--- src/inc/cdrcs_consts.svh ---
// Offsets, field positions, reset values and timing counts of the CDR register bank.
`ifndef CDRCS_CONSTS_SVH
`define CDRCS_CONSTS_SVH

// Register offsets on the two-wire register port.
`define CDRCS_OFS_FREQ_LOW 8'h00
`define CDRCS_OFS_FREQ_MID 8'h01
`define CDRCS_OFS_FREQ_HIGH 8'h02
`define CDRCS_OFS_COARSE_RATE 8'h03
`define CDRCS_OFS_LINK_STATUS 8'h04
`define CDRCS_OFS_RATE_REF_CTRL 8'h08
`define CDRCS_OFS_LOCK_RST_CTRL 8'h09
`define CDRCS_OFS_OUTPUT_CTRL 8'h11

// Reset value of every writable control register.
`define CDRCS_CTRL_RESET 8'h00

// Field positions in link_status.
`define CDRCS_ST_ABSENT 5
`define CDRCS_ST_STICKY_LOST 4
`define CDRCS_ST_LOCK_LOST 3
`define CDRCS_ST_MEAS_DONE 2
`define CDRCS_ST_COARSE_LSB 0

// Field positions in rate_reference_control.
`define CDRCS_RR_RANGE_HI 7
`define CDRCS_RR_RANGE_LO 6
`define CDRCS_RR_EXP_HI 5
`define CDRCS_RR_EXP_LO 2
`define CDRCS_RR_MEASURE 1
`define CDRCS_RR_LOCK_REF 0
`define CDRCS_EXP_MAX 4'h8

// Field positions in lock_reset_control.
`define CDRCS_LR_CFG_PIN 7
`define CDRCS_LR_CLR_STATIC 6
`define CDRCS_LR_SYS_RESET 5
`define CDRCS_LR_CLR_DONE 3

// Field positions in output_control.
`define CDRCS_OC_ABSENT_LOW 2
`define CDRCS_OC_MUTE_MODE 1
`define CDRCS_OC_BOOST 0

// Lock detector thresholds in ppm.
`define CDRCS_LOST_SET_PPM 11'h3e8
`define CDRCS_LOST_CLR_PPM 11'h0fa

// Rate measurement window in clock cycles and counter widths.
`define CDRCS_MEAS_CYCLES 13'h1000
`define CDRCS_COUNT_MAX 23'h7fffff

`endif

--- src/inc/cdrcs_pkg.sv ---
// Types shared by the CDR register bank modules.
package cdrcs_pkg;

  // States of the data-rate measurement sequencer, one-hot.
  typedef enum logic [2:0] {
    CDRCS_MEAS_IDLE = 3'b001,
    CDRCS_MEAS_RUN = 3'b010,
    CDRCS_MEAS_DONE = 3'b100
  } cdrcs_meas_t;

endpackage

--- src/cdrcs_lock_detect.sv ---
// Lock detector with hysteresis and a sticky loss-of-lock flag.
`timescale 1ns/100ps
`include "cdrcs_consts.svh"
module cdrcs_lock_detect (
  // Clock and reset.
  input wire logic clock,
  input wire logic rst_b,
  input wire logic soft_rst,
  // Frequency deviation and sticky clear.
  input wire logic [10:0] freq_err_ppm,
  input wire logic clr_static,
  // Live and sticky flags.
  output logic lost_live,
  output logic lost_sticky
);

  // Live flag and sticky flag state.
  logic live_reg;
  logic live_next;
  logic stat_reg;
  logic stat_next;
  logic rise;

  // Next-state logic for both flags.
  always_comb begin
    live_next = live_reg;
    if (freq_err_ppm > `CDRCS_LOST_SET_PPM) begin
      live_next = 1'b1;
    end else if (freq_err_ppm <= `CDRCS_LOST_CLR_PPM) begin
      live_next = 1'b0;
    end
    rise = live_next & ~live_reg;
    stat_next = stat_reg;
    if (rise) begin
      stat_next = 1'b1;
    end else if (clr_static) begin
      stat_next = 1'b0;
    end
    if (soft_rst) begin
      live_next = 1'b1;
      stat_next = 1'b0;
    end
  end

  // Register the flags; the loop starts out acquiring.
  always_ff @(posedge clock or negedge rst_b) begin
    if (!rst_b) begin
      live_reg <= 1'b1;
      stat_reg <= 1'b0;
    end else begin
      live_reg <= live_next;
      stat_reg <= stat_next;
    end
  end

  assign lost_live = live_reg;
  assign lost_sticky = stat_reg;

endmodule

--- src/cdrcs_rate_meas.sv ---
// Data-rate measurement: counts data edges over a fixed window.
`timescale 1ns/100ps
`include "cdrcs_consts.svh"
module cdrcs_rate_meas
  import cdrcs_pkg::*;
(
  // Clock and reset.
  input wire logic clock,
  input wire logic rst_b,
  input wire logic soft_rst,
  // Control.
  input wire logic start,
  input wire logic data_edge,
  // Result.
  output logic done_pulse,
  output logic busy,
  output logic [22:0] count
);

  // Sequencer, window timer and edge counter.
  cdrcs_meas_t st_reg;
  cdrcs_meas_t st_next;
  logic [12:0] win_reg;
  logic [12:0] win_next;
  logic [22:0] cnt_reg;
  logic [22:0] cnt_next;

  // Next-state logic; a new start restarts a running window.
  always_comb begin
    st_next = st_reg;
    win_next = win_reg;
    cnt_next = cnt_reg;
    done_pulse = 1'b0;
    case (st_reg)
      CDRCS_MEAS_RUN: begin
        win_next = win_reg - 13'h0001;
        // Saturate rather than wrap on very fast data.
        if (data_edge && cnt_reg != `CDRCS_COUNT_MAX) begin
          cnt_next = cnt_reg + 23'h000001;
        end
        if (win_reg == 13'h0001) begin
          st_next = CDRCS_MEAS_DONE;
          done_pulse = 1'b1;
        end
      end
      CDRCS_MEAS_IDLE, CDRCS_MEAS_DONE: begin
      end
      default: begin
        st_next = CDRCS_MEAS_IDLE;
      end
    endcase
    if (start) begin
      st_next = CDRCS_MEAS_RUN;
      win_next = `CDRCS_MEAS_CYCLES;
      cnt_next = 23'h000000;
      done_pulse = 1'b0;
    end
    if (soft_rst) begin
      st_next = CDRCS_MEAS_IDLE;
      cnt_next = 23'h000000;
      done_pulse = 1'b0;
    end
  end

  // Register the sequencer.
  always_ff @(posedge clock or negedge rst_b) begin
    if (!rst_b) begin
      st_reg <= CDRCS_MEAS_IDLE;
      win_reg <= 13'h0000;
      cnt_reg <= 23'h000000;
    end else begin
      st_reg <= st_next;
      win_reg <= win_next;
      cnt_reg <= cnt_next;
    end
  end

  assign busy = (st_reg == CDRCS_MEAS_RUN);
  assign count = cnt_reg;

endmodule

--- src/cdrcs_regs.sv ---
// Control and status register bank of the clock and data recovery receiver.
//
// Functional notes
// - Nine-bit coarse rate split across two registers.
// - Status shows signal loss and acquisition.
// - Sticky loss-of-lock flag held until cleared.
// - Measure-done bit low while measuring.
// - Writing measure bit starts rate measurement.
// - Lock source: data or reference clock.
// - Four-bit exponent sets rate ratio, max 256.
// - Lock pin shows live or sticky flag.
// - One-then-zero writes clear flags or reset.
// - Mute mode: both outputs or one.
// - Output swing default or boosted.
// - Control registers reset to zero.
// - Lock lost above deviation threshold.
// - Lock regained inside lock window.
// - Mute input disables outputs per mode.
`timescale 1ns/100ps
`include "cdrcs_consts.svh"
module cdrcs_regs
  import cdrcs_pkg::*;
(
  // Clock and reset.
  input wire logic clock,
  input wire logic rst_b,
  // Decoded register port from the two-wire framer.
  input wire logic reg_wr,
  input wire logic reg_rd,
  input wire logic [7:0] reg_addr,
  input wire logic [7:0] reg_wdata,
  output logic [7:0] reg_rdata,
  output logic reg_rvalid,
  // Analog front-end status.
  input wire logic signal_absent_in,
  input wire logic [10:0] freq_err_ppm,
  input wire logic data_edge,
  // Mute pin.
  input wire logic output_mute,
  // Status pins.
  output logic lock_lost,
  output logic signal_absent,
  // Controls to the recovery loops and output stage.
  output logic lock_to_reference,
  output logic [1:0] ref_range,
  output logic [3:0] rate_exponent,
  output logic output_boost,
  output logic clk_out_en,
  output logic data_out_en
);

  // Stored control fields; reserved bits are not kept.
  logic [1:0] range_reg;
  logic [1:0] range_next;
  logic [3:0] exp_reg;
  logic [3:0] exp_next;
  logic lock_ref_reg;
  logic lock_ref_next;
  logic cfg_pin_reg;
  logic cfg_pin_next;
  logic clr_st_reg;
  logic clr_st_next;
  logic sys_rst_reg;
  logic sys_rst_next;
  logic clr_done_reg;
  logic clr_done_next;
  logic absent_low_reg;
  logic absent_low_next;
  logic mute_mode_reg;
  logic mute_mode_next;
  logic boost_reg;
  logic boost_next;
  // Soft reset pulse, one cycle after the one-then-zero write.
  logic soft_rst_reg;
  logic soft_rst_next;

  // Measurement results and status.
  logic [22:0] freq_reg;
  logic [22:0] freq_next;
  logic done_reg;
  logic done_next;
  logic [7:0] rdata_reg;
  logic [7:0] rdata_next;
  logic rvalid_reg;
  logic rvalid_next;

  // Decoded strobes and submodule outputs.
  logic wr_rr;
  logic wr_lr;
  logic wr_oc;
  logic meas_start;
  logic clr_static;
  logic clr_done;
  logic meas_done;
  logic meas_busy;
  logic [22:0] meas_count;
  logic lost_live;
  logic lost_sticky;
  logic [8:0] coarse;
  logic [7:0] status;

  // Address decode of the three writable registers.
  assign wr_rr = reg_wr && (reg_addr == `CDRCS_OFS_RATE_REF_CTRL);
  assign wr_lr = reg_wr && (reg_addr == `CDRCS_OFS_LOCK_RST_CTRL);
  assign wr_oc = reg_wr && (reg_addr == `CDRCS_OFS_OUTPUT_CTRL);

  assign meas_start = wr_rr && reg_wdata[`CDRCS_RR_MEASURE];

  assign clr_static = wr_lr && clr_st_reg && !reg_wdata[`CDRCS_LR_CLR_STATIC];
  assign clr_done = wr_lr && clr_done_reg && !reg_wdata[`CDRCS_LR_CLR_DONE];

  // Lock detector with sticky flag.
  cdrcs_lock_detect u_lock (
    .clock(clock),
    .rst_b(rst_b),
    .soft_rst(soft_rst_reg),
    .freq_err_ppm(freq_err_ppm),
    .clr_static(clr_static),
    .lost_live(lost_live),
    .lost_sticky(lost_sticky)
  );

  // Data-rate measurement sequencer.
  cdrcs_rate_meas u_meas (
    .clock(clock),
    .rst_b(rst_b),
    .soft_rst(soft_rst_reg),
    .start(meas_start),
    .data_edge(data_edge),
    .done_pulse(meas_done),
    .busy(meas_busy),
    .count(meas_count)
  );

  // Control register next values. Writes only ever change the fields
  // of the addressed register; the soft reset returns all of them to
  // zero, which also stops a half-written reset sequence repeating.
  always_comb begin
    range_next = range_reg;
    exp_next = exp_reg;
    lock_ref_next = lock_ref_reg;
    cfg_pin_next = cfg_pin_reg;
    clr_st_next = clr_st_reg;
    sys_rst_next = sys_rst_reg;
    clr_done_next = clr_done_reg;
    absent_low_next = absent_low_reg;
    mute_mode_next = mute_mode_reg;
    boost_next = boost_reg;
    soft_rst_next = 1'b0;
    if (wr_rr) begin
      range_next = reg_wdata[`CDRCS_RR_RANGE_HI:`CDRCS_RR_RANGE_LO];
      exp_next = reg_wdata[`CDRCS_RR_EXP_HI:`CDRCS_RR_EXP_LO];
      lock_ref_next = reg_wdata[`CDRCS_RR_LOCK_REF];
    end
    if (wr_lr) begin
      cfg_pin_next = reg_wdata[`CDRCS_LR_CFG_PIN];
      clr_st_next = reg_wdata[`CDRCS_LR_CLR_STATIC];
      clr_done_next = reg_wdata[`CDRCS_LR_CLR_DONE];
      sys_rst_next = reg_wdata[`CDRCS_LR_SYS_RESET];
      soft_rst_next = sys_rst_reg && !reg_wdata[`CDRCS_LR_SYS_RESET];
    end
    if (wr_oc) begin
      absent_low_next = reg_wdata[`CDRCS_OC_ABSENT_LOW];
      mute_mode_next = reg_wdata[`CDRCS_OC_MUTE_MODE];
      boost_next = reg_wdata[`CDRCS_OC_BOOST];
    end
    if (soft_rst_reg) begin
      range_next = 2'h0;
      exp_next = 4'h0;
      lock_ref_next = 1'b0;
      cfg_pin_next = 1'b0;
      clr_st_next = 1'b0;
      sys_rst_next = 1'b0;
      clr_done_next = 1'b0;
      absent_low_next = 1'b0;
      mute_mode_next = 1'b0;
      boost_next = 1'b0;
    end
  end

  always_ff @(posedge clock or negedge rst_b) begin
    if (!rst_b) begin
      range_reg <= 2'h0;
      exp_reg <= 4'h0;
      lock_ref_reg <= 1'b0;
      cfg_pin_reg <= 1'b0;
      clr_st_reg <= 1'b0;
      sys_rst_reg <= 1'b0;
      clr_done_reg <= 1'b0;
      absent_low_reg <= 1'b0;
      mute_mode_reg <= 1'b0;
      boost_reg <= 1'b0;
      soft_rst_reg <= 1'b0;
    end else begin
      range_reg <= range_next;
      exp_reg <= exp_next;
      lock_ref_reg <= lock_ref_next;
      cfg_pin_reg <= cfg_pin_next;
      clr_st_reg <= clr_st_next;
      sys_rst_reg <= sys_rst_next;
      clr_done_reg <= clr_done_next;
      absent_low_reg <= absent_low_next;
      mute_mode_reg <= mute_mode_next;
      boost_reg <= boost_next;
      soft_rst_reg <= soft_rst_next;
    end
  end

  // Measurement result and completion flag. The readback keeps the
  // previous result while a new window runs, so software never sees a
  // partial count.
  always_comb begin
    freq_next = freq_reg;
    done_next = done_reg;
    if (meas_done) begin
      freq_next = meas_count;
    end
    if (meas_busy || meas_start) begin
      done_next = 1'b0;
    end
    if (meas_done) begin
      done_next = 1'b1;
    end else if (clr_done) begin
      done_next = 1'b0;
    end
    if (soft_rst_reg) begin
      freq_next = 23'h000000;
      done_next = 1'b0;
    end
  end

  // Register the result.
  always_ff @(posedge clock or negedge rst_b) begin
    if (!rst_b) begin
      freq_reg <= 23'h000000;
      done_reg <= 1'b0;
    end else begin
      freq_reg <= freq_next;
      done_reg <= done_next;
    end
  end

  assign coarse = freq_reg[22:14];

  // Status byte; unused bits read as zero.
  always_comb begin
    status = 8'h00;
    status[`CDRCS_ST_ABSENT] = signal_absent_in;
    status[`CDRCS_ST_LOCK_LOST] = lost_live;
    status[`CDRCS_ST_STICKY_LOST] = lost_sticky;
    status[`CDRCS_ST_MEAS_DONE] = done_reg;
    status[`CDRCS_ST_COARSE_LSB] = coarse[0];
  end

  // Read mux. only the status side answers; control offsets and
  // unmapped offsets read zero because controls cannot be read back.
  always_comb begin
    rdata_next = rdata_reg;
    rvalid_next = reg_rd;
    if (reg_rd) begin
      case (reg_addr)
        `CDRCS_OFS_FREQ_LOW: begin
          rdata_next = freq_reg[7:0];
        end
        `CDRCS_OFS_FREQ_MID: begin
          rdata_next = freq_reg[15:8];
        end
        `CDRCS_OFS_FREQ_HIGH: begin
          rdata_next = {1'b0, freq_reg[22:16]};
        end
        `CDRCS_OFS_COARSE_RATE: begin
          rdata_next = coarse[8:1];
        end
        `CDRCS_OFS_LINK_STATUS: begin
          rdata_next = status;
        end
        default: begin
          rdata_next = 8'h00;
        end
      endcase
    end
  end

  // Register the read answer.
  always_ff @(posedge clock or negedge rst_b) begin
    if (!rst_b) begin
      rdata_reg <= 8'h00;
      rvalid_reg <= 1'b0;
    end else begin
      rdata_reg <= rdata_next;
      rvalid_reg <= rvalid_next;
    end
  end

  assign reg_rdata = rdata_reg;
  assign reg_rvalid = rvalid_reg;

  assign lock_lost = cfg_pin_reg ? lost_sticky : lost_live;
  // Signal-absent pin polarity is selectable.
  assign signal_absent = signal_absent_in ^ absent_low_reg;

  assign lock_to_reference = lock_ref_reg;
  assign ref_range = range_reg;
  assign rate_exponent = (exp_reg > `CDRCS_EXP_MAX) ? `CDRCS_EXP_MAX : exp_reg;
  assign output_boost = boost_reg;

  assign clk_out_en = !(output_mute && !mute_mode_reg);
  assign data_out_en = !output_mute;

endmodule

--- config.mk ---
export PLATFORM = sky130hd
export DESIGN_NAME = cdrcs_regs
export DESIGN_NICKNAME = d
export VERILOG_FILES = /design/src/inc/cdrcs_pkg.sv /design/src/cdrcs_lock_detect.sv /design/src/cdrcs_rate_meas.sv /design/src/cdrcs_regs.sv
export VERILOG_INCLUDE_DIRS = /design/src /design/src/inc
export SDC_FILE = /design/constraint.sdc
export NUM_CORES = 1
export LEC_CHECK = 0
export BUFFER_PORTS_ARGS = -buffer_cell sky130_fd_sc_hd__buf_2
export CORE_AREA = 2 2 154 126
export DETAILED_ROUTE_END_ITERATION = 8
export DIE_AREA = 0 0 156 128
export PLACE_DENSITY = 0.39
export REMOVE_ABC_BUFFERS = 1
export SYNTH_ARGS = -nofsm -noshare
export SYNTH_HDL_FRONTEND = slang
export SYNTH_SLANG_ARGS = --single-unit
--- constraint.sdc ---
create_clock -name clock -period 2.85 [get_ports clock]
set_clock_uncertainty 0.2 [all_clocks]
set_input_delay 0.4275 -clock clock [delete_from_list [all_inputs] [get_ports clock]]
set_output_delay 0.4275 -clock clock [all_outputs]
set_load 0.005 [all_outputs]
==> key figures, run 1 <==
Synthesis
  • Largest family of logic cells by synthesized area: simple AND/OR/NAND/NOR gates
  • Synth Area in Adders: less than 1%
  • Unique masters post-synth: 56
  • Async SR Flop Fraction: 100%
  • Mux contribution to synthesized area: 6.81%
  • Top cells by area, synth: dfrtp_1 (48%), nand2_1 (4.1%), a21oi_2 (3.9%)
  • Post-synth top flop: dfrtp_1
  • Post-synth top area share: approximately 48%
  • Simple-gate portion of the synthesized area: between 20% and 30%
  • Count leader, synth: dfrtp_1
  • Cell taking the most area after synthesis: dfrtp_1
  • Synth Area per Inst: 9.95 µm²
  • Post-synth top cells: dfrtp_1 (87), nand2_1 (49), nor2_1 (44)
  • Number of enable flip-flop cells after synthesis: 0
  • Synth Register Bits: 89
  • YS warnings: 0
  • Synth Area in Compound Gates: 12.4%
  • Post-Synthesis Cells: between 400 and 500
  • Synth Area in XOR/XNOR: between 3 and 4%
  • Seq/Total Area, Yosys: 49.1%
  • Cell Area, Synth: between 4000 and 5000 µm²

CTS
  • Clock root cell: clkbuf_16
  • Max Root-Sink Buffers: 2
  • Number of CTS-inserted buffers: 9
  • Clock Latency Late Sink: roughly 0.35 ns
  • Post-CTS setup repair buffer count: 0
  • PostCTS Resize Cnt: 0
  • CTS tree: done
  • CTS H-tree lvls: 3
  • Sink Count: about 90
  • CTS clk-pin slew, worst paths: 0.07 ns

Placed design
  • Placed cell count: 739
  • Port Buffers: 54
  • GP Congestion: approximately 0.77
  • Area after detailed placement: a little over 5000 µm²
  • Final HPWL DP: approximately 8500 µm

GRT
  • Largest net degree at the start of global routing: 42
  • First-pass GRT wire length: 19200 µm
  • Initial antenna violation count: 0
  • Vias in the first global route: around 3400
  • Total track usage: ~12%
  • Grt total ovfl: 0

Timing
  • Unrepaired setup endpoints after global routing: no
  • Worst-margin pin slew: ~0.6 ns
  • Fmax: 431 MHz
  • Setup violations, final: 0
  • Final hold slack: roughly 0.093 ns
  • Slew Limit Fails: 0
  • Slew headroom: between 50 and 60%
  • Final Cycle Share: 81.4%
  • Final Critical Period: around 2.3 ns
  • Setup TNS: 0 ns
  • Hold Vio Cnt, Final: 0

Setup path
  • Required time worst endpoint: ~2.9 ns
  • Crit. End Element: flop
  • Crit Path Category: reg2reg
  • Arr. time, crit path: about 2.3 ns
  • Crit path max-delay cell type: or4b_1
  • Crit path cell chain: ha_1 -> and3_1 -> or4b_1 -> o21ai_1 -> or4_1 -> nand2_1
  • Worst path max stage delay: 0.54 ns
  • Max FO, Critical Path: 6
  • CP Launch Type: flop

Power and ir drop
  • Pwr Density: 476 nW/µm²
  • Max VDD drop: ~0.20 mV
  • P_leak: around 2.3 nW
  • Overall Power: 2.57 mW

Layout
  • N_diodes: 0
  • Area Growth Syn to Fin: 19.1%
  • Filler Cell Count: between 1500 and 2000
  • Non-filler cells, final: around 760
  • Finished Cell Area: roughly 5400 µm²
  • Layout cells sized above 1: 27.3%
  • Layout Nets: about 550

Flow run
  • Max Cap Viol: 0

Floorplan
  • Die Span Y: between 100 and 150 µm
  • Die W: between 150 and 200 µm
  • Number of placed I/O pins: 55
  • Core area: 18500 µm²
  • Die area: approximately 20000 µm²
  • Row count: 45
  • Initial Util: between 20 and 25%

Drt
  • DRC viols: 0
  • DR vias: approximately 3500
  • Routed len/inst: around 15 µm
  • Vias/cell: 4.61
  • Post-route ant nets: 0
  • 1st-pass router iterations: 4
  • Total Wirelength: between 10000 and 15000 µm
  • Starting DRT DRC Count: approximately 190

Status
  • Status: finished, final reports clean

Min path
  • HP Class: in2reg
[power by group]
part / switching [mW] / total, mW / internal, mW
logic: 0.0805 / 0.141 / 0.0610
registers: 0.0205 / 1.31 / 1.29
clock network: 0.525 / 1.12 / 0.595
total: 0.625 / 2.57 / 1.95
[cell usage in the layout (no fill, tap or decap), types with 4 or more instances in the layout]
cell and count:
dfrtp_1 86, buf_2 53, nand2_1 49, nor2_1 44
a21oi_1 27, nand2_2 20, a21oi_2 20, o21ai_0 18
nand3_1 16, or3_1 16, buf_4 15, mux2i_1 14
inv_1 12, xor2_1 9, clkbuf_16 9, nor3_1 8
xnor2_1 8, nor4_1 7, mux4_2 7, nand2b_1 6
nand4_1 6, or4_1 5, a22oi_1 5, o211ai_1 5
nor2b_1 4
[critical path, delay by kind of cell (launching register included)]
| family | cells | cell delay, ns |
|---|---|---|
| AO/OA/AOI/OAI | 1 | 0.36 |
| adder cells (fa/ha/maj) | 1 | 0.21 |
| flip-flops | 1 | 0.47 |
| AND/OR/NAND/NOR | 4 | 0.96 |
[cell type report]
type	count	area, µm²	share of cell area, %
Clock buffer	10	229	4.24
Clock inverter	6	42.5	0.787
Timing Repair Buffer	71	428	7.91
Tap cell	235	294	5.44
Multi-Input combinational cell	333	2140	39.5
Inverter	12	45.0	0.833
Sequential cell	89	2230	41.3
[per-stage QoR]
step | setup slack [ns] | utilization (%)
2_1_floorplan | 0.169 | -
3_3_place_gp | 0.548 | 27.7
3_5_place_dp | 0.502 | 27.7
4_1_cts | 0.545 | 29.2
5_1_grt | 0.373 | 29.2
6_report | 0.529 | 29.2
[path summary, 6_finish.rpt]
check / depth (start not counted) / from / slack [ns] / end
setup / recovery: 6 / u_meas.count[0] / 0.53 / u_meas.count[7]
hold / removal: 2 / reg_wdata[5] / 0.09 / soft_rst_reg
setup reg to reg: 6 / u_meas.count[0] / 0.53 / u_meas.count[7]
hold reg to reg: 2 / reg_rdata[1] / 0.31 / reg_rdata[1]
max in group asynchronous: 3 / rst_b / 1.30 / u_meas.st_reg[0]
min in group asynchronous: 2 / rst_b / 0.42 / exp_reg[2]
[layer usage]
layer  up-vias  routed length, µm  global-route usage [%]
met5         -                  0                       0
met1      1673               6330                    18.3
li1       1729                  -                       -
met3         8                518                    3.11
met2        77               4690                    17.8
met4         0                138                    3.51
[cell families after synthesis]
family                   count (synthesis)
AND/OR/NAND/NOR                        204
XOR/XNOR                                17
adder cells (fa/ha/maj)                  3
buffers and inverters                   34
multiplexers                            22
AO/OA/AOI/OAI                           87
flip-flops                              89
[timing repair]
action,in CTS,in global routing
hold buffers,1,0
endpoints found under the setup margin,0,0
endpoints found under the hold margin,36,0
(Power assumes the default switching activity.)
==> inputs of run 2 (changes only) <==
--- a/config.mk
+++ b/config.mk
@@ -6,10 +6,11 @@
 export SDC_FILE = /design/constraint.sdc
 export NUM_CORES = 1
 export LEC_CHECK = 0
+export ABC_AREA = 1
 export BUFFER_PORTS_ARGS = -buffer_cell sky130_fd_sc_hd__buf_2
-export CORE_AREA = 2 2 154 126
+export CORE_AREA = 2 2 161 131
 export DETAILED_ROUTE_END_ITERATION = 8
-export DIE_AREA = 0 0 156 128
+export DIE_AREA = 0 0 163 133
 export PLACE_DENSITY = 0.39
 export REMOVE_ABC_BUFFERS = 1
 export SYNTH_ARGS = -nofsm -noshare
==> constraint.sdc (replaced) <==
create_clock -name clock -period 2.27 [get_ports clock]
set_clock_uncertainty 0.2 [all_clocks]
set_input_delay 0.3405 -clock clock [delete_from_list [all_inputs] [get_ports clock]]
set_output_delay 0.3405 -clock clock [all_outputs]
set_load 0.005 [all_outputs]
==> key figures, run 2 <==
Flow run
  • Max Cap Viol: 0 (unchanged)

GRT
  • First-pass GRT wire length: 23900 µm (was 19200 µm)
  • Largest net degree at the start of global routing: 35 (was 42)
  • Vias in the first global route: 4558 (was 3425)
  • Initial antenna violation count: 0 (unchanged)
  • Grt total ovfl: 0 (unchanged)
  • Total track usage: 13.9% (was 12.4%)

Setup path
  • Crit Path Category: reg2reg (unchanged)
  • Crit path max-delay cell type: dfrtp_1 (was or4b_1)
  • Top delay family on crit path: simple AND/OR/NAND/NOR gates (unchanged)
  • Buf/Inv on CP: 0 (unchanged)
  • CP most frequent cell: nand2_4
  • Worst path max stage delay: 0.40 ns (was 0.54 ns)
  • Crit. End Element: flop (unchanged)
  • Arr. time, crit path: 2.07 ns (was 2.34 ns)
  • Required time worst endpoint: 2.31 ns (was 2.87 ns)
  • Max FO, Critical Path: 14 (was 6)
  • Crit path cell chain: ha_1 -> nand2_2 -> nor2_4 -> nand2_4 -> nor2_4 -> nand2_4 -> nand3_4 -> nand2_4 -> nand2_1 -> nand2_1 (was ha_1 -> and3_1 -> or4b_1 -> o21ai_1 -> or4_1 -> nand2_1)
  • CP Launch Type: flop (unchanged)

Synthesis
  • Post-Synthesis Cells: 684 (was 456)
  • Top cells by area, synth: dfrtp_1 (44%), nand2_1 (14%), nand3_1 (11%) (was dfrtp_1 (48%), nand2_1 (4.1%), a21oi_2 (3.9%))
  • Synth Register Bits: 89 (unchanged)
  • YS warnings: 0 (unchanged)
  • Post-synth top flop: dfrtp_1 (unchanged)
  • Cell taking the most area after synthesis: dfrtp_1 (unchanged)
  • Cell Area, Synth: 4940 µm² (was 4540 µm²)
  • Unique masters post-synth: 33 (was 56)
  • Async SR Flop Fraction: 100% (unchanged)
  • Post-synth top cells: nand2_1 (179), nand3_1 (109), nor2_1 (95) (was dfrtp_1 (87), nand2_1 (49), nor2_1 (44))
  • Seq/Total Area, Yosys: 45.2% (was 49.1%)
  • Count leader, synth: nand2_1 (was dfrtp_1)
  • Number of enable flip-flop cells after synthesis: 0 (unchanged)
  • Synth Area per Inst: 7.22 µm² (was 9.95 µm²)
  • Post-synth top area share: 44.1% (was 48.0%)

CTS
  • Post-CTS setup repair buffer count: 0 (unchanged)
  • Clock root cell: clkbuf_16 (unchanged)
  • CTS clk-pin slew, worst paths: 0.07 ns (about the same)
  • Sink Count: 89 (unchanged)
  • CTS H-tree lvls: 3 (unchanged)
  • Number of CTS-inserted buffers: 9 (unchanged)
  • CTS tree: done (unchanged)
  • Clock Latency Late Sink: 0.35 ns (about the same)
  • Max Root-Sink Buffers: 2 (unchanged)
  • PostCTS Resize Cnt: 0 (unchanged)

Placed design
  • Port Buffers: 54 (unchanged)
  • GP Congestion: 0.831 (was 0.775)
  • Final HPWL DP: 10800 µm (was 8490 µm)

Power and ir drop
  • P_leak: 3.00 nW (was 2.31 nW)
  • Sw Share: 30.7% (was 24.3%)
  • Max VDD drop: 0.338 mV (was 0.201 mV)
  • Power share of the sequential group: 42.3% (was 51.0%)
  • Logic pwr share: 21.1% (was 5.5%)
  • Clock Power Share: 36.6% (was 43.5%)
  • Pwr Density: 768 nW/µm² (was 476 nW/µm²)
  • Internal power: 3.21 mW (was 1.95 mW)
  • P_sw: 1.42 mW (was 0.625 mW)

Status
  • Status: finished, final reports clean (unchanged)

Layout
  • Layout cells sized above 1: 14.7% (was 27.3%)
  • Multi-input logic area: 2360 µm² (was 2140 µm²)
  • Layout Utilization: 29.7% (was 29.2%)
  • Filler Cell Count: 2228 (was 1929)
  • Most frequent cells in the layout: nand2_1 (179), nand3_1 (109), nor2_1 (95) (was dfrtp_1 (86), buf_2 (53), nand2_1 (49))
  • N_diodes: 0 (unchanged)
  • Most common cell after layout, fill and taps aside: nand2_1 (was dfrtp_1)
  • Register Area: 2230 µm² (about the same)
  • Layout Nets: 796 (was 553)
  • Area Growth Syn to Fin: 22.1% (was 19.1%)

Floorplan
  • Number of placed I/O pins: 55 (unchanged)
  • Die Span Y: 133 µm (was 128 µm)
  • Die W: 163 µm (was 156 µm)
  • Initial Util: 24.3% (was 24.5%)
  • Row count: 47 (was 45)
  • Die area: 21700 µm² (was 20000 µm²)
  • Core area: 20300 µm² (was 18500 µm²)

Timing
  • Unrepaired setup endpoints after global routing: no (unchanged)
  • Final Critical Period: 2.03 ns (was 2.32 ns)
  • Worst-margin pin slew: 0.612 ns (was 0.606 ns)
  • Final Cycle Share: 89.2% (was 81.4%)
  • Slew Limit Fails: 0 (unchanged)
  • Fmax: 494 MHz (was 431 MHz)
  • Setup violations, final: 0 (unchanged)
  • Hold Vio Cnt, Final: 0 (unchanged)
  • Final hold slack: 0.0500 ns (was 0.0930 ns)
  • Setup TNS: 0 ns (unchanged)
  • Slew headroom: 59.1% (was 59.6%)

Drt
  • DR vias: 4663 (was 3487)
  • Total Wirelength: 14600 µm (was 11700 µm)
  • Post-route ant nets: 0 (unchanged)
  • 1st-pass router iterations: 4 (unchanged)
  • Starting DRT DRC Count: 330 (was 187)
  • Routed len/inst: 14.1 µm (was 15.5 µm)
  • Vias/cell: 4.51 (was 4.61)
  • DRC viols: 0 (unchanged)

Min path
  • HP Class: in2reg (unchanged)
-- run 2: layout make-up --
cell class / count / share of cell area, %
sequential: 89 / 37.0
clock inverter: 2 / 0.996
inverter: 67 / 4.17
multi-input combinational: 508 / 39.1
clock buffer: 14 / 4.54
timing repair buffer: 84 / 8.59
tap: 269 / 5.58
-- run 2: repair_timing --
action	in CTS	in global routing
hold buffers	3	0
endpoints found under the hold margin	32	0
setup endpoints to repair	0	1
-- run 2: worst min-delay path, stage by stage --
cell and delay, ns:
buf_2 0.07, nand3_1 0.08, nand2_1 0.07
-- run 2: metal layers --
metal | vias to the layer above | global-route usage [%] | wire length [µm]
li1 | 2357 | - | -
met1 | 2209 | 20.4 | 7560
met2 | 85 | 20.7 | 6270
met3 | 12 | 3.07 | 620
met4 | 0 | 3.69 | 164
met5 | - | 0 | 0
-- run 2: worst paths after layout --
path	startpoint	end	slack [ns]	cells past startpoint
min reg2reg	u_meas.win_reg[8]	u_meas.win_reg[8]	0.26	1
max	u_meas.count[0]	u_meas.count[13]	0.24	10
max in group asynchronous	rst_b	freq_reg[2]	0.95	3
min in group asynchronous	rst_b	u_meas.win_reg[8]	0.29	2
max reg2reg	u_meas.count[0]	u_meas.count[13]	0.24	10
min	reg_wdata[4]	exp_reg[2]	0.05	3
-- run 2: power groups by stage --
stage | registers (mW) | logic (mW) | clock network (mW)
final | 1.96 | 0.975 | 1.69
after global placement | 1.99 | 0.950 | 0
after global routing | 1.99 | 1.14 | 1.83
after floorplan | 1.95 | 0.647 | 0
after CTS | 1.96 | 0.974 | 1.76
after detailed placement | 1.99 | 0.966 | 0
-- run 2: cells by family (layout without fill, tap and decap cells) --
kind of cell | after synthesis | after routing | share of synthesized area, %
AND/OR/NAND/NOR | 414 | 415 | 36.5
flip-flops | 89 | 89 | 45.2
buffers and inverters | 88 | 167 | 7.25
AO/OA/AOI/OAI | 78 | 78 | 8.16
XOR/XNOR | 12 | 12 | 2.13
adder cells (fa/ha/maj) | 3 | 3 | 0.760
-- run 2: stage by stage --
step	setup WS [ns]	power, mW	std cells	area [µm²]
global route	0.0558	4.95	1033	6030
floorplan	-0.0543	2.60	663	4830
detailed placement	0.196	2.96	1013	5660
CTS	0.176	4.69	1032	6020
global placement	0.219	2.94	1013	5660
finish	0.244	4.63	1033	6030
==> inputs of run 3 (changes only) <==
--- a/config.mk
+++ b/config.mk
@@ -13,6 +13,7 @@
 export DIE_AREA = 0 0 163 133
 export PLACE_DENSITY = 0.39
 export REMOVE_ABC_BUFFERS = 1
+export SETUP_SLACK_MARGIN = 0.5
 export SYNTH_ARGS = -nofsm -noshare
 export SYNTH_HDL_FRONTEND = slang
 export SYNTH_SLANG_ARGS = --single-unit
==> key figures, run 3 (synthesized netlist as in run 2, its figures left out) <==
Drt
  • Post-route ant nets: 0 (unchanged)
  • Routed len/inst: 14.7 µm (was 14.1 µm)
  • 1st-pass router iterations: 4 (unchanged)
  • Vias/cell: 4.55 (was 4.51)
  • Starting DRT DRC Count: 248 (was 330)
  • DR vias: 4863 (was 4663)
  • Total Wirelength: 15700 µm (was 14600 µm)
  • DRC viols: 0 (unchanged)

GRT
  • Grt total ovfl: 0 (unchanged)
  • Total track usage: 14.5% (was 13.9%)
  • Vias in the first global route: 4678 (was 4558)
  • First-pass GRT wire length: 24700 µm (was 23900 µm)
  • Largest net degree at the start of global routing: 35 (unchanged)
  • Initial antenna violation count: 0 (unchanged)

Setup path
  • Max FO, Critical Path: 4 (was 14)
  • Required time worst endpoint: 2.35 ns (was 2.31 ns)
  • Arr. time, crit path: 1.89 ns (was 2.07 ns)
  • Worst R2R Path Depth: 11 (was 10)
  • CP Launch Type: flop (unchanged)
  • Crit Path Category: reg2reg (unchanged)
  • Crit. End Element: flop (unchanged)

Timing
  • Setup violations, final: 0 (unchanged)
  • Worst-margin pin slew: 0.648 ns (was 0.612 ns)
  • Fmax: 553 MHz (was 494 MHz)
  • Slew headroom: 56.7% (was 59.1%)
  • Hold Vio Cnt, Final: 0 (unchanged)
  • Final Cycle Share: 79.7% (was 89.2%)
  • Final Critical Period: 1.81 ns (was 2.03 ns)
  • Unrepaired setup endpoints after global routing: yes (was no)
  • Final hold slack: 0.0530 ns (was 0.0500 ns)
  • Slew Limit Fails: 0 (unchanged)

Placed design
  • Port Buffers: 54 (unchanged)
  • GP Congestion: 0.831 (unchanged)
  • Area after detailed placement: 5660 µm² (unchanged)
  • Final HPWL DP: 10800 µm (unchanged)

Floorplan
  • Die area: 21700 µm² (unchanged)
  • Core area: 20300 µm² (unchanged)
  • Die W: 163 µm (unchanged)
  • Initial Util: 24.3% (unchanged)
  • Row count: 47 (unchanged)
  • Number of placed I/O pins: 55 (unchanged)
  • Die Span Y: 133 µm (unchanged)

CTS
  • Sink Count: 89 (unchanged)
  • Max Root-Sink Buffers: 2 (unchanged)
  • Clock root cell: clkbuf_16 (unchanged)
  • CTS clk-pin slew, worst paths: 0.07 ns (about the same)
  • CTS tree: done (unchanged)
  • Number of CTS-inserted buffers: 9 (unchanged)
  • Clock Latency Late Sink: 0.35 ns (about the same)
  • CTS H-tree lvls: 3 (unchanged)

Layout
  • Most common cell after layout, fill and taps aside: nand2_1 (unchanged)
  • Layout Nets: 832 (was 796)
  • N_diodes: 0 (unchanged)
  • Layout cells sized above 1: 26.6% (was 14.7%)
  • Register Area: 2230 µm² (about the same)
  • Filler Cell Count: 2169 (was 2228)
  • Multi-input logic area: 2700 µm² (was 2360 µm²)
  • Area Growth Syn to Fin: 36.7% (was 22.1%)
  • Finished Cell Area: 6750 µm² (was 6030 µm²)
  • Most frequent cells in the layout: nand2_1 (173), dfrtp_1 (84), nor2_1 (80), nand3_1 (80), inv_1 (61) (was nand2_1 (179), nand3_1 (109), nor2_1 (95))

Power and ir drop
  • Pwr Density: 744 nW/µm² (was 768 nW/µm²)
  • Max VDD drop: 0.345 mV (was 0.338 mV)
  • P_leak: 3.25 nW (was 3.00 nW)

Min path
  • HP Class: in2reg (unchanged)
  • Worst hold path depth: 3 (unchanged)

Flow run
  • Max Cap Viol: 0 (unchanged)

Status
  • Status: finished, final reports clean (unchanged)
==> run 3: cell types whose count changed in the layout (fill, tap and decap cells not counted), sizes merged <==
cell and change:
clkbuf +3, buf +32, nand3 +1
==> run 3: cell type report <==
class	instances	share of cell area, %
Clock buffer	14	4.06
Clock inverter	2	0.890
Inverter	67	3.80
Multi-Input combinational cell	509	40.0
Sequential cell	89	33.1
Tap cell	269	4.99
Timing Repair Buffer	119	13.2
==> run 3: where the power goes <==
group          leakage, nW  internal (mW)  switching [mW]  total (mW)
Clock                0.163           1.06           0.648        1.70
Combinational         1.93          0.569           0.753        1.32
Sequential            1.16           1.79           0.202        2.00
==> run 3: worst paths after layout <==
| path | from | to | slack [ns] |
|---|---|---|---|
| hold reg to reg | u_meas.win_reg[8] | u_meas.win_reg[8] | 0.26 |
| min in group asynchronous | rst_b | u_meas.win_reg[8] | 0.29 |
| hold / removal | reg_wdata[4] | exp_reg[2] | 0.05 |
| max in group asynchronous | rst_b | freq_reg[1] | 0.94 |
| setup / recovery | u_meas.count[0] | u_meas.count[17] | 0.46 |
| setup reg to reg | u_meas.count[0] | u_meas.count[17] | 0.46 |
==> run 3: per-stage QoR <==
| stage | utilization [%] | cells | TNS, ns | power [mW] | setup slack, ns |
|---|---|---|---|---|---|
| after floorplan | - | 663 | -1.74 | 2.60 | -0.0543 |
| after global placement | 27.9 | 1013 | 0 | 2.94 | 0.219 |
| after detailed placement | 27.9 | 1013 | 0 | 2.96 | 0.196 |
| after CTS | 30.7 | 1047 | 0 | 4.85 | 0.446 |
| after global routing | 33.3 | 1069 | 0 | 5.35 | 0.336 |
| final | 33.3 | 1069 | 0 | 5.02 | 0.460 |
==> run 3: timing repair <==
| action | in CTS | in global routing |
|---|---|---|
| setup endpoints to repair | 50 | 55 |
| gates resized for setup | 29 | 98 |
| pin swaps | 8 | 22 |
| buffers inserted | 12 | 17 |
| gates cloned | 3 | 5 |
| endpoints found under the hold margin | 32 | 0 |
| hold buffers | 3 | 0 |
==> run 3: per-layer routing <==
| metal | wire length, µm | track usage [%] | vias up |
|---|---|---|---|
| li1 | - | - | 2428 |
| met1 | 7870 | 20.8 | 2334 |
| met2 | 6950 | 21.8 | 89 |
| met3 | 737 | 3.51 | 12 |
| met4 | 138 | 3.83 | 0 |
| met5 | 0 | 0 | - |
==> run 3: critical path, stage by stage (launching register included) <==
cell and delay (ns):
dfrtp_2 0.41, ha_4 0.16, nand2_4 0.06, nor2_4 0.13, nand2_4 0.08, nor2_4 0.12, nand2_4 0.08, buf_4 0.14
buf_6 0.11, nand4_1 0.08, nand2_1 0.05, nor2_1 0.12
